### src/fmc_map.svh
// fmc_map.svh: offsets, field positions, reset values and timing counts
// assumes: included by fmc_config_regs.sv by bare name, not by fmc_pkg.sv
`ifndef FMC_MAP_SVH
`define FMC_MAP_SVH

`define FMC_OFS_PIN_TACH 8'h02
`define FMC_OFS_CHAN_SEL 8'h03
`define FMC_OFS_FAN_A_AUTO 8'h05
`define FMC_OFS_FAN_B_AUTO 8'h06
`define FMC_OFS_LOW_BITS 8'h08
`define FMC_OFS_IN_A_HIGH 8'h0a
`define FMC_OFS_IN_B_HIGH 8'h0b
`define FMC_OFS_SUPPLY_HIGH 8'h0c
`define FMC_OFS_REMOTE_HIGH 8'h0d

`define FMC_RST_PIN_TACH 8'hc0
`define FMC_RST_CHAN_SEL 6'h00
`define FMC_RST_FAN_AUTO 8'h0c
`define FMC_RST_READING 8'h00

`define FMC_PT_PIN_LO 0
`define FMC_PT_PIN_HI 1
`define FMC_PT_BOOST 2
`define FMC_PT_FAST 3
`define FMC_PT_CONT_A 4
`define FMC_PT_CONT_B 5
`define FMC_PT_THERMAL_ALARM_PIN_A 6
`define FMC_PT_THERMAL_ALARM_PIN_B 7
`define FMC_PT_UNLOCKED_MASK 8'h30

`define FMC_CS_CHAN_LO 0
`define FMC_CS_CHAN_HI 2
`define FMC_CS_SINGLE 3
`define FMC_CS_FLOOR_A 4
`define FMC_CS_FLOOR_B 5

`define FMC_AC_SRC_A 0
`define FMC_AC_SRC_B 1
`define FMC_AC_REMOTE 2
`define FMC_AC_ONCHIP 3
`define FMC_AC_DIRECT 4
`define FMC_AC_MIN 5
`define FMC_AC_SPINUP 6
`define FMC_AC_MAX 7

`define FMC_FULL_DUTY 8'hff
`define FMC_CLK_KHZ 40000
`define FMC_TACH_SLOW_MS 1000
`define FMC_TACH_FAST_MS 250
`define FMC_TACH_SLOW_CYC (`FMC_TACH_SLOW_MS * `FMC_CLK_KHZ)
`define FMC_TACH_FAST_CYC (`FMC_TACH_FAST_MS * `FMC_CLK_KHZ)
`define FMC_HIGH_ALL_READ 4'hf

`endif

### src/fmc_pkg.sv
// fmc_pkg.sv: types shared by the fan monitor configuration bank
// assumes: fmc_map.svh holds the offsets, field positions and reset values; the enum encodings are here
package fmc_pkg;
  typedef enum logic [1:0] {
    FMC_PIN_FAN_ON = 2'b00,
    FMC_PIN_ALARM = 2'b01,
    FMC_PIN_PROC_HOT = 2'b10
  } fmc_pin_t;

  typedef enum logic [2:0] {
    FMC_FAN_AUTO = 3'b000,
    FMC_FAN_DIRECT = 3'b001,
    FMC_FAN_MIN = 3'b010,
    FMC_FAN_SPINUP = 3'b011,
    FMC_FAN_MAX = 3'b100
  } fmc_fan_mode_t;
endpackage : fmc_pkg

### src/fmc_config_regs.sv
// fmc_config_regs.sv: configuration register group of the fan monitor
// assumes: serial host logic issues one-cycle read/write strobes on a byte port,
// lock and second-diode levels come from the first two configuration registers
`timescale 1ns/1ps
`default_nettype none
`include "fmc_map.svh"

module fmc_config_regs
  import fmc_pkg::*;
#(
  parameter int unsigned TACH_SLOW_CYC = `FMC_TACH_SLOW_CYC,
  parameter int unsigned TACH_FAST_CYC = `FMC_TACH_FAST_CYC
) (
  input wire logic ref_clk,
  input wire logic rst_b,
  input wire logic [7:0] regAddr,
  input wire logic [7:0] regWrData,
  input wire logic regWrEn,
  input wire logic regRdEn,
  output logic [7:0] regRdData,
  input wire logic globalLock,
  input wire logic second_diode_mode,
  input wire logic processor_hot_input,
  input wire logic [9:0] remoteReading,
  input wire logic [9:0] supplyReading,
  input wire logic [9:0] analogInputAReading,
  input wire logic [9:0] analogInputBReading,
  input wire logic [7:0] inputADemand,
  input wire logic [7:0] inputBDemand,
  input wire logic [7:0] remoteDemand,
  input wire logic [7:0] onchipDemand,
  input wire logic [7:0] fanAMinSpeed,
  input wire logic [7:0] fanBMinSpeed,
  input wire logic [7:0] fanASpinupSpeed,
  input wire logic [7:0] fanBSpinupSpeed,
  input wire logic [7:0] fan_a_drive_level,
  input wire logic [7:0] fan_b_drive_level,
  output logic fan_a_on_output_en,
  output logic thermal_alarm_pin_en,
  output logic processor_hot_input_en,
  output logic tachSampleStrb,
  output logic continuous_speed_sense_a,
  output logic continuous_speed_sense_b,
  output logic inputAThermistor,
  output logic inputBThermistor,
  output logic diodePairMode,
  output logic one_channel_conversion,
  output logic [2:0] single_conversion_channel,
  output logic [7:0] fanADuty,
  output logic [7:0] fanBDuty
);
  logic [7:0] pinTach_ff;
  logic [5:0] chanSel_ff;
  logic [7:0] fanAAuto_ff;
  logic [7:0] fanBAuto_ff;
  logic [7:0] lowBits_ff;
  logic [7:0] highInA_ff;
  logic [7:0] highInB_ff;
  logic [7:0] highSupply_ff;
  logic [7:0] highRemote_ff;
  logic frozen_ff;
  logic [3:0] highRead_ff;
  logic [31:0] tachCnt_ff;
  logic procHotActive;
  logic [7:0] nxt_fanADuty;
  logic [7:0] nxt_fanBDuty;
  logic [7:0] nxt_regRdData;
  logic [3:0] nxt_highRead;
  logic srcAValid;
  logic srcBValid;
  logic [31:0] tachPeriod;

  function automatic fmc_fan_mode_t fanMode(input logic [7:0] ctl);
    if (ctl[`FMC_AC_MAX]) fanMode = FMC_FAN_MAX;
    else if (ctl[`FMC_AC_SPINUP]) fanMode = FMC_FAN_SPINUP;
    else if (ctl[`FMC_AC_MIN]) fanMode = FMC_FAN_MIN;
    else if (ctl[`FMC_AC_DIRECT]) fanMode = FMC_FAN_DIRECT;
    else fanMode = FMC_FAN_AUTO;
  endfunction : fanMode

  function automatic logic [7:0] fanDuty(input logic [7:0] ctl, input logic [7:0] minSpd,
      input logic [7:0] spinSpd, input logic [7:0] drive, input logic floorOn);
    logic [7:0] autoDuty;
    logic [7:0] duty;
    autoDuty = 8'h00;
    // input 1 as thermistor or diode
    if (ctl[`FMC_AC_SRC_A] && srcAValid && inputADemand > autoDuty) autoDuty = inputADemand;
    if (ctl[`FMC_AC_SRC_B] && srcBValid && inputBDemand > autoDuty) autoDuty = inputBDemand;
    if (ctl[`FMC_AC_REMOTE] && remoteDemand > autoDuty) autoDuty = remoteDemand;
    if (ctl[`FMC_AC_ONCHIP] && onchipDemand > autoDuty) autoDuty = onchipDemand;
    case (fanMode(ctl))
      FMC_FAN_MAX: duty = `FMC_FULL_DUTY;
      FMC_FAN_SPINUP: duty = spinSpd;
      FMC_FAN_MIN: duty = minSpd;
      FMC_FAN_DIRECT: duty = drive;
      default: duty = autoDuty;
    endcase
    if (floorOn && duty < minSpd) duty = minSpd;
    fanDuty = duty;
  endfunction : fanDuty

  assign srcAValid = pinTach_ff[`FMC_PT_THERMAL_ALARM_PIN_A] || second_diode_mode;
  assign srcBValid = pinTach_ff[`FMC_PT_THERMAL_ALARM_PIN_B] && !second_diode_mode;
  assign procHotActive = pinTach_ff[`FMC_PT_PIN_HI] && processor_hot_input;

  // lock level from first config register
  always_ff @(posedge ref_clk) begin
    if (!rst_b) begin
      pinTach_ff <= `FMC_RST_PIN_TACH;
    end else if (regWrEn && regAddr == `FMC_OFS_PIN_TACH) begin
      if (globalLock) begin
        pinTach_ff <= (pinTach_ff & ~`FMC_PT_UNLOCKED_MASK) | (regWrData & `FMC_PT_UNLOCKED_MASK);
      end else begin
        pinTach_ff <= regWrData;
      end
    end
  end

  always_ff @(posedge ref_clk) begin
    if (!rst_b) begin
      chanSel_ff <= `FMC_RST_CHAN_SEL;
    end else if (regWrEn && regAddr == `FMC_OFS_CHAN_SEL) begin
      chanSel_ff <= regWrData[5:0];
    end
  end

  // fan 2 keeps max at bit 7 like fan 1
  always_ff @(posedge ref_clk) begin
    if (!rst_b) begin
      fanAAuto_ff <= `FMC_RST_FAN_AUTO;
      fanBAuto_ff <= `FMC_RST_FAN_AUTO;
    end else if (regWrEn) begin
      if (regAddr == `FMC_OFS_FAN_A_AUTO) fanAAuto_ff <= regWrData;
      if (regAddr == `FMC_OFS_FAN_B_AUTO) fanBAuto_ff <= regWrData;
    end
  end

  // track which high bytes were read since freeze
  always_comb begin
    nxt_highRead = highRead_ff;
    if (regRdEn) begin
      if (regAddr == `FMC_OFS_IN_A_HIGH) nxt_highRead[0] = 1'b1;
      if (regAddr == `FMC_OFS_IN_B_HIGH) nxt_highRead[1] = 1'b1;
      if (regAddr == `FMC_OFS_SUPPLY_HIGH) nxt_highRead[2] = 1'b1;
      if (regAddr == `FMC_OFS_REMOTE_HIGH) nxt_highRead[3] = 1'b1;
    end
  end

  // low-bits read freezes, all high reads release
  always_ff @(posedge ref_clk) begin
    if (!rst_b) begin
      frozen_ff <= 1'b0;
      highRead_ff <= 4'h0;
    end else if (regRdEn && regAddr == `FMC_OFS_LOW_BITS) begin
      frozen_ff <= 1'b1;
      highRead_ff <= 4'h0;
    end else if (frozen_ff) begin
      frozen_ff <= nxt_highRead != `FMC_HIGH_ALL_READ;
      highRead_ff <= nxt_highRead;
    end
  end

  // low bits packed; shadows follow readings while thawed
  always_ff @(posedge ref_clk) begin
    if (!rst_b) begin
      lowBits_ff <= `FMC_RST_READING;
      highInA_ff <= `FMC_RST_READING;
      highInB_ff <= `FMC_RST_READING;
      highSupply_ff <= `FMC_RST_READING;
      highRemote_ff <= `FMC_RST_READING;
    end else if (!frozen_ff && !(regRdEn && regAddr == `FMC_OFS_LOW_BITS)) begin
      lowBits_ff <= {analogInputAReading[1:0], analogInputBReading[1:0], supplyReading[1:0],
                     remoteReading[1:0]};
      highInA_ff <= analogInputAReading[9:2];
      highInB_ff <= analogInputBReading[9:2];
      highSupply_ff <= supplyReading[9:2];
      highRemote_ff <= remoteReading[9:2];
    end
  end

  always_comb begin
    case (regAddr)
      `FMC_OFS_PIN_TACH: nxt_regRdData = pinTach_ff;
      `FMC_OFS_CHAN_SEL: nxt_regRdData = {2'b00, chanSel_ff};
      `FMC_OFS_FAN_A_AUTO: nxt_regRdData = fanAAuto_ff;
      `FMC_OFS_FAN_B_AUTO: nxt_regRdData = fanBAuto_ff;
      `FMC_OFS_LOW_BITS: nxt_regRdData = lowBits_ff;
      `FMC_OFS_IN_A_HIGH: nxt_regRdData = highInA_ff;
      `FMC_OFS_IN_B_HIGH: nxt_regRdData = highInB_ff;
      `FMC_OFS_SUPPLY_HIGH: nxt_regRdData = highSupply_ff;
      `FMC_OFS_REMOTE_HIGH: nxt_regRdData = highRemote_ff;
      default: nxt_regRdData = 8'h00;
    endcase
  end

  always_ff @(posedge ref_clk) begin
    if (!rst_b) begin
      regRdData <= 8'h00;
    end else if (regRdEn) begin
      regRdData <= nxt_regRdData;
    end
  end

  assign tachPeriod = pinTach_ff[`FMC_PT_FAST] ? TACH_FAST_CYC : TACH_SLOW_CYC;

  always_ff @(posedge ref_clk) begin
    if (!rst_b) begin
      tachCnt_ff <= 32'h0;
      tachSampleStrb <= 1'b0;
    end else if (tachCnt_ff >= tachPeriod - 32'h1) begin
      tachCnt_ff <= 32'h0;
      tachSampleStrb <= 1'b1;
    end else begin
      tachCnt_ff <= tachCnt_ff + 32'h1;
      tachSampleStrb <= 1'b0;
    end
  end

  // fan duty from the shared function keeps both channels identical
  always_comb begin
    nxt_fanADuty = fanDuty(fanAAuto_ff, fanAMinSpeed, fanASpinupSpeed, fan_a_drive_level,
                           chanSel_ff[`FMC_CS_FLOOR_A]);
    nxt_fanBDuty = fanDuty(fanBAuto_ff, fanBMinSpeed, fanBSpinupSpeed, fan_b_drive_level,
                           chanSel_ff[`FMC_CS_FLOOR_B]);
    if (pinTach_ff[`FMC_PT_BOOST] && procHotActive) begin
      nxt_fanADuty = `FMC_FULL_DUTY;
      nxt_fanBDuty = `FMC_FULL_DUTY;
    end
  end

  always_ff @(posedge ref_clk) begin
    if (!rst_b) begin
      fanADuty <= 8'h00;
      fanBDuty <= 8'h00;
    end else begin
      fanADuty <= nxt_fanADuty;
      fanBDuty <= nxt_fanBDuty;
    end
  end

  always_ff @(posedge ref_clk) begin
    if (!rst_b) begin
      fan_a_on_output_en <= 1'b1;
      thermal_alarm_pin_en <= 1'b0;
      processor_hot_input_en <= 1'b0;
    end else begin
      fan_a_on_output_en <= pinTach_ff[1:0] == FMC_PIN_FAN_ON;
      thermal_alarm_pin_en <= pinTach_ff[1:0] == FMC_PIN_ALARM;
      processor_hot_input_en <= pinTach_ff[`FMC_PT_PIN_HI];
    end
  end

  always_ff @(posedge ref_clk) begin
    if (!rst_b) begin
      continuous_speed_sense_a <= 1'b0;
      continuous_speed_sense_b <= 1'b0;
      inputAThermistor <= 1'b0;
      inputBThermistor <= 1'b0;
      diodePairMode <= 1'b0;
      one_channel_conversion <= 1'b0;
      single_conversion_channel <= 3'h0;
    end else begin
      continuous_speed_sense_a <= pinTach_ff[`FMC_PT_CONT_A];
      continuous_speed_sense_b <= pinTach_ff[`FMC_PT_CONT_B];
      inputAThermistor <= pinTach_ff[`FMC_PT_THERMAL_ALARM_PIN_A] && !second_diode_mode;
      inputBThermistor <= pinTach_ff[`FMC_PT_THERMAL_ALARM_PIN_B] && !second_diode_mode;
      diodePairMode <= second_diode_mode;
      one_channel_conversion <= chanSel_ff[`FMC_CS_SINGLE];
      single_conversion_channel <= chanSel_ff[`FMC_CS_CHAN_HI:`FMC_CS_CHAN_LO];
    end
  end
endmodule : fmc_config_regs
`default_nettype wire

### config.mk
export PLATFORM = sky130hd
export DESIGN_NAME = fmc_config_regs
export DESIGN_NICKNAME = d
export VERILOG_FILES = /design/src/fmc_pkg.sv /design/src/fmc_config_regs.sv
export VERILOG_INCLUDE_DIRS = /design/src
export SDC_FILE = /design/constraint.sdc
export NUM_CORES = 1
export LEC_CHECK = 0
export ABC_CLOCK_PERIOD_IN_PS = 20500
export BUFFER_PORTS_ARGS = -buffer_cell sky130_fd_sc_hd__buf_2
export CAP_MARGIN = 20
export CORE_AREA = 10 10 151 153
export DETAILED_ROUTE_END_ITERATION = 12
export DIE_AREA = 0 0 161 163
export PLACE_DENSITY = 0.75
export SYNTH_ARGS = -nofsm -noshare
export SYNTH_HDL_FRONTEND = slang
export SYNTH_SLANG_ARGS = --single-unit
### constraint.sdc
create_clock -name ref_clk -period 20.5 [get_ports ref_clk]
set_clock_uncertainty 0.1 [all_clocks]
set_input_delay 4.1 -clock ref_clk [delete_from_list [all_inputs] [get_ports ref_clk]]
set_output_delay 4.1 -clock ref_clk [all_outputs]
set_load 0.01 [all_outputs]
==> metrics.md <==
| Metric | Value |
|---|---|
| Status | `finished, final reports clean` |
| Critical path peak fanout | `14` |
| PwrDens | `67.60 nW/um^2` |
| Slowest Stage Delay on Critical Path | `between 500 and 600 ps` |
| Cell Rows | `52` |
| Io pins | `180` |
| Iteration count of the initial detailed-routing pass | `5` |
| Most Used Layer, Global Route | `met2` |
| Synthesized area | `8812 sq um` |
| Final Instance Area | `between 10,000 and 15,000 sq um` |
| Final Max Slew Viols | `0` |
| H-tree Lvls | `4` |
| Setup TNS | `0 ps` |
| Wire per inst | `~18 microns` |
| Tmin final | `11,770 ps` |
| Core Area | `19,910 sq um` |
| GRT Total Usage | `0.2051` |
| GR Layer Usage met2 | `0.3442` |
| Hold Slack | `about 370 ps` |
| CP startpoint | `second_diode_mode` |
| Unrepaired setup endpoints after global routing | `no` |
| Antenna violations before repair | `3` |
| Async S/R FF share, synth | `0` |
| Area growth syn-to-layout | `19.31%` |
| Die Y-Extent | `163 microns` |
| WL final | `27,560 microns` |
| Layout cells sized above 1 | `0.1992` |
| CP endpoint | `fanBDuty[6]` |
| Placed cell area | `approximately 9900 sq um` |
| Max-Cap Viols | `0` |
| YS warnings | `0` |
| Via count | `about 8,500` |
| CTS sink count | `~140` |
| Leakage Power | `4.472 nW` |
| First-pass GRT wire length | `43,780 microns` |
| Seq/Total Area, Yosys | `0.3271` |
| Setup slack, reg-to-reg | `11,980 ps` |
| Root Driver | `clkbuf_16` |
| Cells after Synth | `1,094` |
| Met3 Use GR | `0.05005` |
| Peak supply drop | `0.00006686 V` |
| CTS tree | `built` |
| R2R Path Start | `pinTach_ff[6]` |
| Nets | `1,463` |
| Critical path required time | `20,710 ps` |
| Setup crit start kind | `input pin` |
| Crit path DAT | `11,980 ps` |
| Commonest cells in the netlist | `181 x nand2_1, 144 x dfxtp_1, 73 x ha_1` |
| Final Util | `0.5281` |
| Slew HR | `0.2838` |
| Post-CTS setup buffer count | `0` |
| Die Wd | `around 160 microns` |
| Max stage delay cell, worst path | `nor2_1` |
| Most common cell in the netlist | `nand2_1` |
| CTS buffer count | `17` |
| Tcrit/Tclk final | `0.5743` |
| Worst Max-Slew Pin Slew | `around 1100 ps` |
| Post-synth EDFFs | `0` |
| Final Hold Viols | `0` |
| # hold bufs at CTS | `0` |
| Post-Place Setup Slack | `between 8000 and 9000 ps` |
| Antenna Nets Post-Route | `0` |
| Largest net degree at the start of global routing | `108` |
| Top_reg_cell synth | `dfxtp_1` |
| Initial DRC count | `between 700 and 800` |
| Post-synth cell types | `62` |
| Die area | `26,240 sq um` |
| Post-DP HPWL | `~21,000 microns` |
| Setup ws final | `around 8700 ps` |
| Routed vias/inst | `5.576` |
| Reg clk slew, reported paths | `70 ps` |
| Final RePlAce weighted congestion | `0.9216` |
| Cell repeated most along the worst path | `a21o_1` |
| Worst r2r path cells | `36` |
| Min-delay src | `tachCnt_ff[0]` |
| Met1 usage | `0.2555` |
| Final setup violation count | `0` |
| Resize count post-CTS | `0` |
| Initial Util | `0.4426` |
| Skew-Pair Late Insertion Delay | `420 ps` |
| Longest Clk Path Bufs | `2` |
| I/O Buffers | `about 180` |
| Total gr overflow | `0` |
| Synth area leaders | `dfxtp_1 33%, ha_1 10%, nand2_1 7.7%` |
| Syn avg cell area | `around 8.1 sq um` |
| Synth top area share | `0.3271` |
| Fmax | `84.94 MHz` |
| Yosys top cell by area | `dfxtp_1` |
| Critical path class | `in2reg` |
| Reg2reg end | `fanBDuty[6]` |
| Critical Path Sink Type | `flip-flop` |
| Post-synthesis register bit count | `between 100 and 150` |
| Worst hold path type | `reg2reg` |
| Vias in the first global route | `8,466` |
| Remaining DRCs | `0` |
-- how the worst min path moves through the flow --
| stage | to | slack [ps] | depth (start not counted) |
|---|---|---|---|
| floorplan | tachCnt_ff[0] | 330 | 1 |
| global placement | tachCnt_ff[0] | 340 | 1 |
| detailed placement | tachCnt_ff[0] | 350 | 1 |
| CTS | tachCnt_ff[0] | 370 | 1 |
| global route | tachCnt_ff[0] | 390 | 1 |
| finish | tachCnt_ff[0] | 370 | 1 |
-- power by group --
group | leakage (nW) | switching (mW) | internal (mW)
logic | 3.00 | 0.0540 | 0.0440
clock network | 0.294 | 0.133 | 0.187
registers | 1.18 | 0.00440 | 0.289
-- logic make-up (layout without fill, tap and decap cells) --
kind of cell / after synthesis / after routing / synth area share
multiplexers: 40 / 40 / 0.04828
flip-flops: 144 / 144 / 0.3271
adder cells (fa/ha/maj): 73 / 73 / 0.1036
AO/OA/AOI/OAI: 313 / 313 / 0.2418
AND/OR/NAND/NOR: 396 / 396 / 0.2093
buffers and inverters: 101 / 263 / 0.04359
other: 1 / 8 / 0.0004255
XOR/XNOR: 26 / 26 / 0.02584
-- placed cells by master (no fill, tap or decap), drive strengths merged, types with 39 or more instances in the layout --
| cell | instances |
|---|---|
| buf | 185 |
| inv | 53 |
| ha | 73 |
| nand2 | 181 |
| dfxtp | 144 |
| a21oi | 56 |
| o21ai | 48 |
| a21boi | 59 |
| nand3 | 39 |
| nor2 | 64 |
-- critical path, delay by kind of cell --
family | cells | cell delay, ps
AOI/OAI and AO/OA | 19 | 3630
and+or+nand+nor | 9 | 2070
buffers and inverters | 3 | 270
adders and majority gates | 4 | 1210
muxes | 2 | 670
-- cell type report --
class / instances / area, sq um
clock inverters: 14 / 166.4
inverters: 46 / 172.7
multi-input cells: 853 / 5567
well taps: 270 / 337.8
repair buffers: 185 / 940.9
clock buffers: 18 / 439.2
flip-flops and latches: 144 / 2883
diodes: 3 / 7.507
fillers: 1907 / 9395
-- state kept, by name, indices dropped and copies added, names as in the netlist, 3 cells and up --
register                   count
highInB_ff                     8
highSupply_ff                  8
pinTach_ff                     8
tachCnt_ff                    32
lowBits_ff                     8
fanAAuto_ff                    8
single_conversion_channel      3
highInA_ff                     8
regRdData                      8
highRead_ff                    4
highRemote_ff                  8
fanBDuty                       8
chanSel_ff                     6
fanADuty                       8
fanBAuto_ff                    8
-- routing by layer --
layer,vias to the layer above,part of all wire
met4,0,0.021
met1,3927,0.43
met3,38,0.082
met5,-,0
met2,345,0.47
li1,4238,-
-- metrics by stage --
| step | total power [mW] | std cells |
|---|---|---|
| 6_report | 0.7107 | 1533 |
| 5_1_grt | 0.7410 | 1531 |
| 4_1_cts | 0.7150 | 1530 |
| 3_5_place_dp | 0.3965 | 1498 |
| 3_3_place_gp | 0.3944 | 1498 |
| 2_1_floorplan | 0.3577 | 1098 |
(Power assumes the default switching activity.)
